[src/logic/ook_modem_map.svh]
`ifndef OOK_MODEM_MAP_SVH
`define OOK_MODEM_MAP_SVH

// ----------------------------------------------------------------------------
// Clock and timing
// ----------------------------------------------------------------------------
`define CLK_MHZ 32'h0000_007D
`define DIR_SLOW_US 32'h0000_0683
`define DIR_MID_US 32'h0000_01A1
`define DIR_FAST_US 32'h0000_0089
`define FILT_SLOW_US 32'h0000_0004
`define FILT_FAST_US 32'h0000_0002
`define FILT_SLOW_CYC (`FILT_SLOW_US * `CLK_MHZ)
`define FILT_FAST_CYC (`FILT_FAST_US * `CLK_MHZ)
`define EDGE_GAP_CYC 8'h40
`define NCO_STEP 32'h0474_D9C7

// ----------------------------------------------------------------------------
// Register map
// ----------------------------------------------------------------------------
`define REG_CTRL 4'h0
`define REG_STATUS 4'h4
`define CTRL_RATE_A 0
`define CTRL_RATE_B 1
`define CTRL_RESET 2'h0
`define ST_STANDBY 0
`define ST_IDLE 1
`define ST_RECEIVE 2
`define ST_TRANSMIT 3
`define ST_DIR 4
`define ST_RX_BIT 5
`define ST_CARRIER 6
`define ST_TX_OUT 7

`endif

[src/logic/ook_modem_pkg.sv]
package ook_modem_pkg;
  typedef enum logic [1:0] {
    MODE_STANDBY,
    MODE_IDLE,
    MODE_RECEIVE,
    MODE_TRANSMIT
  } mode_t;
endpackage

[src/logic/modem_path_if.sv]
`timescale 1ns/10ps
interface modem_path_if;
  logic coax_in;
  logic fast_rate;
  logic carrier_valid;
  logic carrier_wave;
  modport detector (input coax_in, input fast_rate, output carrier_valid);
  modport nco (output carrier_wave);
  modport ctrl (output coax_in, output fast_rate, input carrier_valid, input carrier_wave);
endinterface

[src/logic/ook_modem_mode_and_direction_control.sv]
`timescale 1ns/10ps
`include "ook_modem_map.svh"
module ook_modem_mode_and_direction_control
  import ook_modem_pkg::*;
#(
  parameter int CNT_W = 18,
  parameter int DIR_SLOW_CYC = `DIR_SLOW_US * `CLK_MHZ,
  parameter int DIR_MID_CYC = `DIR_MID_US * `CLK_MHZ,
  parameter int DIR_FAST_CYC = `DIR_FAST_US * `CLK_MHZ
) (
  // Clock and reset
  input wire logic clk_i,
  input wire logic rst_i,
  // Wishbone slave
  input wire logic wb_cyc_i,
  input wire logic wb_stb_i,
  input wire logic wb_we_i,
  input wire logic [3:0] wb_adr_i,
  input wire logic [3:0] wb_sel_i,
  input wire logic [31:0] wb_dat_i,
  output logic [31:0] wb_dat_o,
  output logic wb_ack_o,
  // Baseband
  input wire logic tx_bit_in_i,
  output logic rx_bit_out_o,
  // Coax
  input wire logic coax_rx_in_i,
  output logic coax_tx_out_o,
  // RS-485 direction
  output logic dir_o
);

  // ----------------------------------------------------------------------------
  // Parameter check
  // ----------------------------------------------------------------------------
  if (DIR_SLOW_CYC < 2 || DIR_MID_CYC < 2 || DIR_FAST_CYC < 2 ||
      DIR_SLOW_CYC >= (1 << CNT_W) || DIR_MID_CYC >= (1 << CNT_W) ||
      DIR_FAST_CYC >= (1 << CNT_W)) begin : g_bad_param
    $error("Direction timeout counts do not fit the counter.");
  end

  modem_path_if path ();

  logic [1:0] ctrl;
  logic rate_select_a;
  logic rate_select_b;
  logic standby_sel;
  mode_t state;
  mode_t next_state;
  logic [CNT_W-1:0] tmo_cnt;
  logic [CNT_W-1:0] tmo_lim;
  logic activity;
  logic wb_hit;
  logic [31:0] status;

  // ----------------------------------------------------------------------------
  // Submodules
  // ----------------------------------------------------------------------------
  assign path.coax_in = coax_rx_in_i;
  assign path.fast_rate = rate_select_a | rate_select_b;

  carrier_detector u_det (
    .clk_i(clk_i),
    .rst_i(rst_i),
    .path(path.detector)
  );

  carrier_nco u_nco (
    .clk_i(clk_i),
    .rst_i(rst_i),
    .path(path.nco)
  );

  // ----------------------------------------------------------------------------
  // Control register
  // ----------------------------------------------------------------------------
  assign rate_select_a = ctrl[`CTRL_RATE_A];
  assign rate_select_b = ctrl[`CTRL_RATE_B];
  assign wb_hit = wb_cyc_i && wb_stb_i && !wb_ack_o;

  always_ff @(posedge clk_i) begin
    if (rst_i) begin
      ctrl <= `CTRL_RESET;
    end else if (wb_hit && wb_we_i && wb_sel_i[0] && wb_adr_i == `REG_CTRL) begin
      ctrl <= wb_dat_i[1:0];
    end
  end

  // ----------------------------------------------------------------------------
  // Bus answer
  // ----------------------------------------------------------------------------
  always_comb begin
    status = 32'h0000_0000;
    status[`ST_STANDBY] = (state == MODE_STANDBY);
    status[`ST_IDLE] = (state == MODE_IDLE);
    status[`ST_RECEIVE] = (state == MODE_RECEIVE);
    status[`ST_TRANSMIT] = (state == MODE_TRANSMIT);
    status[`ST_DIR] = dir_o;
    status[`ST_RX_BIT] = rx_bit_out_o;
    status[`ST_CARRIER] = path.carrier_valid;
    status[`ST_TX_OUT] = coax_tx_out_o;
  end

  always_ff @(posedge clk_i) begin
    if (rst_i) begin
      wb_ack_o <= 1'b0;
    end else begin
      wb_ack_o <= wb_hit;
    end
  end

  always_ff @(posedge clk_i) begin
    if (rst_i) begin
      wb_dat_o <= 32'h0000_0000;
    end else if (wb_hit) begin
      case (wb_adr_i)
        `REG_CTRL: begin
          wb_dat_o <= {30'h0000_0000, ctrl};
        end
        `REG_STATUS: begin
          wb_dat_o <= status;
        end
        default: begin
          wb_dat_o <= 32'h0000_0000;
        end
      endcase
    end
  end

  // ----------------------------------------------------------------------------
  // Mode state machine
  // ----------------------------------------------------------------------------
  // Standby select.
  assign standby_sel = rate_select_a & rate_select_b;

  always_comb begin
    next_state = state;
    if (standby_sel) begin
      next_state = MODE_STANDBY;
    end else begin
      case (state)
        MODE_STANDBY: begin
          next_state = MODE_IDLE;
        end
        MODE_IDLE: begin
          if (path.carrier_valid) begin
            next_state = MODE_RECEIVE;
          end else if (!tx_bit_in_i) begin
            next_state = MODE_TRANSMIT;
          end
        end
        MODE_RECEIVE: begin
          if (!path.carrier_valid && tmo_cnt == '0) begin
            next_state = MODE_IDLE;
          end
        end
        MODE_TRANSMIT: begin
          if (tx_bit_in_i && tmo_cnt == '0) begin
            next_state = MODE_IDLE;
          end
        end
        default: begin
          next_state = MODE_IDLE;
        end
      endcase
    end
  end

  always_ff @(posedge clk_i) begin
    if (rst_i) begin
      state <= MODE_IDLE;
    end else begin
      state <= next_state;
    end
  end

  // ----------------------------------------------------------------------------
  // Direction timeout
  // ----------------------------------------------------------------------------
  // Timeout chosen by rate select.
  always_comb begin
    if (rate_select_a && rate_select_b) begin
      tmo_lim = CNT_W'(DIR_FAST_CYC - 1);
    end else if (rate_select_a) begin
      tmo_lim = CNT_W'(DIR_MID_CYC - 1);
    end else begin
      tmo_lim = CNT_W'(DIR_SLOW_CYC - 1);
    end
  end

  // Receive tracks only the carrier, the other modes track a low host bit.
  assign activity = (state == MODE_RECEIVE) ? path.carrier_valid : !tx_bit_in_i;

  // Restart on each activity or mode change, count down after it ends.
  always_ff @(posedge clk_i) begin
    if (rst_i) begin
      tmo_cnt <= '0;
    end else if (next_state != state || activity) begin
      tmo_cnt <= tmo_lim;
    end else if (tmo_cnt != '0) begin
      tmo_cnt <= tmo_cnt - 1'b1;
    end
  end

  // ----------------------------------------------------------------------------
  // Outputs
  // ----------------------------------------------------------------------------
  always_ff @(posedge clk_i) begin
    if (rst_i) begin
      rx_bit_out_o <= 1'b1;
    end else begin
      case (next_state)
        MODE_STANDBY, MODE_RECEIVE: begin
          rx_bit_out_o <= !path.carrier_valid;
        end
        default: begin
          rx_bit_out_o <= 1'b1;
        end
      endcase
    end
  end

  always_ff @(posedge clk_i) begin
    if (rst_i) begin
      coax_tx_out_o <= 1'b0;
    end else if (next_state == MODE_RECEIVE || next_state == MODE_TRANSMIT) begin
      coax_tx_out_o <= !tx_bit_in_i && path.carrier_wave;
    end else begin
      coax_tx_out_o <= 1'b0;
    end
  end

  always_ff @(posedge clk_i) begin
    if (rst_i) begin
      dir_o <= 1'b0;
    end else begin
      dir_o <= (next_state == MODE_RECEIVE);
    end
  end

endmodule

[src/logic/carrier_nco.sv]
`timescale 1ns/10ps
`include "ook_modem_map.svh"
module carrier_nco (
  // Clock and reset
  input wire logic clk_i,
  input wire logic rst_i,
  // Carrier out
  modem_path_if.nco path
);
  logic [31:0] phase;

  // ----------------------------------------------------------------------------
  // Phase accumulator
  // ----------------------------------------------------------------------------
  // Carrier frequency synthesis.
  always_ff @(posedge clk_i) begin
    if (rst_i) begin
      phase <= 32'h0000_0000;
    end else begin
      phase <= phase + `NCO_STEP;
    end
  end

  assign path.carrier_wave = phase[31];
endmodule

[src/logic/carrier_detector.sv]
`timescale 1ns/10ps
`include "ook_modem_map.svh"
module carrier_detector (
  // Clock and reset
  input wire logic clk_i,
  input wire logic rst_i,
  // Coax side
  modem_path_if.detector path
);
  logic prev_in;
  logic [7:0] gap;
  logic raw_act;
  logic [9:0] filt;
  logic [9:0] filt_lim;
  logic valid;

  assign raw_act = (gap != `EDGE_GAP_CYC);
  assign filt_lim = path.fast_rate ? 10'(`FILT_FAST_CYC) : 10'(`FILT_SLOW_CYC);

  // ----------------------------------------------------------------------------
  // Edge gap measurement
  // ----------------------------------------------------------------------------
  always_ff @(posedge clk_i) begin
    if (rst_i) begin
      prev_in <= 1'b0;
      gap <= `EDGE_GAP_CYC;
    end else begin
      prev_in <= path.coax_in;
      if (path.coax_in != prev_in) begin
        gap <= 8'h00;
      end else if (gap != `EDGE_GAP_CYC) begin
        gap <= gap + 8'h01;
      end
    end
  end

  // ----------------------------------------------------------------------------
  // Noise filter
  // ----------------------------------------------------------------------------
  // Short bursts rejected.
  always_ff @(posedge clk_i) begin
    if (rst_i) begin
      filt <= 10'h000;
      valid <= 1'b0;
    end else if (!raw_act) begin
      filt <= 10'h000;
      valid <= 1'b0;
    end else if (filt >= filt_lim) begin
      valid <= 1'b1;
    end else begin
      filt <= filt + 10'h001;
    end
  end

  assign path.carrier_valid = valid;
endmodule

[config.mk]
export PLATFORM = sky130hd
export DESIGN_NAME = ook_modem_mode_and_direction_control
export DESIGN_NICKNAME = d
export VERILOG_FILES = /design/src/logic/ook_modem_pkg.sv /design/src/logic/modem_path_if.sv /design/src/logic/ook_modem_mode_and_direction_control.sv /design/src/logic/carrier_nco.sv /design/src/logic/carrier_detector.sv
export VERILOG_INCLUDE_DIRS = /design/src /design/src/logic
export SDC_FILE = /design/constraint.sdc
export NUM_CORES = 1
export LEC_CHECK = 0
export BUFFER_PORTS_ARGS = -buffer_cell sky130_fd_sc_hd__buf_4
export CAP_MARGIN = 20
export CORE_MARGIN = 8
export CORE_UTILIZATION = 55
export DETAILED_ROUTE_END_ITERATION = 6
export HOLD_SLACK_MARGIN = 0.05
export PLACE_DENSITY = 0.84
export SETUP_SLACK_MARGIN = 0.4
export SLEW_MARGIN = 0
export SYNTH_ARGS = -nofsm -noshare
export SYNTH_HDL_FRONTEND = slang
export SYNTH_HIERARCHICAL = 1
export SYNTH_SLANG_ARGS = --single-unit
[constraint.sdc]
create_clock -name clk_i -period 3.6 [get_ports clk_i]
set_clock_uncertainty 0.1 [all_clocks]
set_input_delay 0.9 -clock clk_i [delete_from_list [all_inputs] [get_ports clk_i]]
set_output_delay 0.9 -clock clk_i [all_outputs]
set_load 0.01 [all_outputs]
==> metrics.txt <==
status=finished, final reports clean; final worst slack=902 ps; met3 Use GR=4.23%; Avg Cell Area, Syn=8.86 um2; GRT Overall Usage=15.7%; Ant. Diodes=0; startpoint types=flop; CP bufs+invs=1; Synth Flop Type=dfxtp_1; hpwl dp=6220 um; share of cells above drive strength 1=12.6%; NumNets Final=584; CP max stage cell=or4_1; grt peak-use layer=met2; PnR Total Power=2380 uW; Synth Register Bits=86; Worst Tran Pin Value=700 ps; initial antenna violation count=0; Final Hold Viols=0; Post-synth EDFFs=0; hold worst-path end=u_nco/phase[0]$_SDFF_PP0_; # DRC=0; Cell Pwr Density=488 mW/mm2; first-pass GRT wire length=15,200 um; CTS tree=done; R2R setup slack=900 ps; GR Util met1=18.6%; Max Slew Vio Count=0; sum of negative setup slack=0 ps; CP cell instances=or2_2 > inv_1 > ha_1 > a2111o_1 > o32a_2 > or4_1 > a21oi_1; vias in the first global route=3,435; period utilisation layout=74.9%; critical path class=flop to flop; post_cts resized=0; clock root cell=clkbuf_8; Inserted Clock Buffers=9; max_slew headroom=53.3%; Finished Layout Cells=637; clock transition at the registers of the reported paths=80 ps; Layout area overhead=8.70%; Worst path max stage delay=530 ps; crit path DAT=2870 ps; Peak VDD IR=0.000274 V; Ports=83; Critical Path Sink Type=flop; Yosys warnings=6; Worst Hold Depth=1; # port buffers=25; CP top delay family=simple AND/OR/NAND/NOR gates; ys async rst share=0%; M2 GR Usage=27.1%; chip width=106 um; largest net degree at the start of global routing=73; total wire length=8760 um; H-tree level count=3; fmax=371 MHz; reg2reg end=u_det/filt[9]$_SDFFE_PP0N_; Worst-Skew Late Latency=350 ps; Mapped Area=0.00447 mm2; Min Clock Period, post-route=2700 ps; sequential cell area fraction in the yosys report=38.5%; routed vias/inst=5.58; Hold Crit Class=flop to flop; Hold-fix buffers, CTS=0; row cnt=33; Worst Hold Slack=373 ps; Die ar.=0.0113 mm2; DR pass1 iterations=4; reg2reg start=ctrl[0]$_SDFFE_PP0P_; grt ovf=0; worst min-delay path startpoint=u_nco/phase[0]$_SDFF_PP0_; Final Wtd Congestion=0.813; antenna-violating nets left=0; Die Y=106 um; DR vias=3,554; Place WS=805 ps; r2r worst-path depth=7; Leakage=0.00188 uW; Cell variety after synth=76; WL/cell=13.7 um; Max Root-Sink Buffers=2; Detailed Route Iter0 Violations=214; Post-CTS Setup Bufs=0; clock sink count=86; placed insts=621; core area=0.00805 mm2; data required time of the worst path=3770 ps; Setup-failing EPs final=0; initial core utilization=55.6%; max_cap viols=0; Mapped Cells=505; unrepaired setup endpoints after global routing=false; worst-path fanout max=18
[cell type report]
| type | instances | area (um2) |
|---|---|---|
| clock buffer | 10 | 138 |
| clock inverter | 6 | 91.3 |
| fill | 686 | 3190 |
| inverter | 16 | 60.1 |
| multi-input combinational | 389 | 2530 |
| sequential | 86 | 1720 |
| tap | 105 | 131 |
| timing repair buffer | 25 | 188 |
[cells in the final DEF, fill, tap and decap left out, drive strengths merged, types with 4 or more instances in the layout]
master,Yosys,routed
dfxtp,86,86
nor2,66,66
a21oi,28,28
nand2,26,26
buf,28,25
xor2,24,24
conb,1,24
nor3,20,20
o21ai,20,20
nand3,19,19
xnor2,18,18
inv,16,18
or3,12,12
nand2b,11,11
ha,10,10
clkbuf,9,10
a31oi,8,8
nor4,8,8
or4,8,8
nor2b,7,7
a22oi,6,6
mux2i,6,6
and3,5,5
o31ai,5,5
o211ai,5,5
mux2,4,4
[layer usage]
| metal | wire (um) | up-vias |
|---|---|---|
| met5 | 0 | - |
| met4 | 153 | 0 |
| met3 | 483 | 18 |
| met2 | 4220 | 82 |
| met1 | 3900 | 1652 |
| li1 | - | 1802 |
[registers in the layout, summed over array words and instances (netlist names)]
register	count
u_det/filt	10
u_det/gap	8
tmo_cnt	18
u_nco/phase	32
u_det/prev_in	1
coax_tx_out_o	1
wb_ack_o	1
dir_o	1
ctrl	2
wb_dat_o	8
state	2
u_det/path.carrier_valid	1
rx_bit_out_o	1
[metrics by stage]
step	utilization [%]	area (um2)
2_1_floorplan	-	4560
3_3_place_gp	57.6	4630
3_5_place_dp	57.6	4630
4_1_cts	60.4	4860
5_1_grt	60.4	4860
6_report	60.4	4860
[how the worst max path moves through the flow]
stage                                 endpoint  cells after the start                 start  slack, ps
finish              u_det/filt[9]$_SDFFE_PP0N_                      7  ctrl[0]$_SDFFE_PP0P_        900
global route        u_det/filt[9]$_SDFFE_PP0N_                      7  ctrl[0]$_SDFFE_PP0P_        780
CTS                 u_det/filt[7]$_SDFFE_PP0N_                      7  ctrl[0]$_SDFFE_PP0P_        900
detailed placement        ctrl[1]$_SDFFE_PP0P_                      6              wb_stb_i        800
global placement          ctrl[0]$_SDFFE_PP0P_                      6              wb_stb_i        890
floorplan                 ctrl[0]$_SDFFE_PP0P_                      5              wb_stb_i       1190
[where the power goes]
| group | internal, uW | switching [uW] |
|---|---|---|
| Clock | 415 | 339 |
| Sequential | 1040 | 144 |
| Combinational | 199 | 234 |
[Yosys cell counts (6+ instances only)]
library cell  number  area share (%)
nor4_1             7            0.98
or4_1              6             1.0
a31oi_1            8             1.1
xor2_1            24             4.7
nor3_1            19             2.1
mux2i_1            6             1.3
nand3_1           18             2.0
xnor2_1           18             3.5
inv_1             16             1.3
a22oi_1            6             1.0
clkbuf_1           9            0.75
ha_1              10             2.8
buf_4             24             4.0
o21ai_0           13             1.5
nand2b_1          11             1.5
nand2_1           25             2.1
nor2_1            65             5.5
nor2b_1            7            0.98
dfxtp_1           86              38
a21oi_1           26             2.9
or3_1             10             1.4
[kinds of logic (layout without fill, tap and decap cells)]
family | after synthesis | in the layout | synth area share, %
compound gates | 103 | 103 | 17.2
mux | 10 | 10 | 2.43
xor+xnor | 42 | 42 | 8.22
buf+inv | 53 | 57 | 6.82
fa+ha+maj | 10 | 10 | 2.80
other cells | 1 | 24 | 0.0838
flops | 86 | 86 | 38.5
simple gates | 200 | 200 | 24.0
Note: power is estimated with default switching activity, not from simulation.
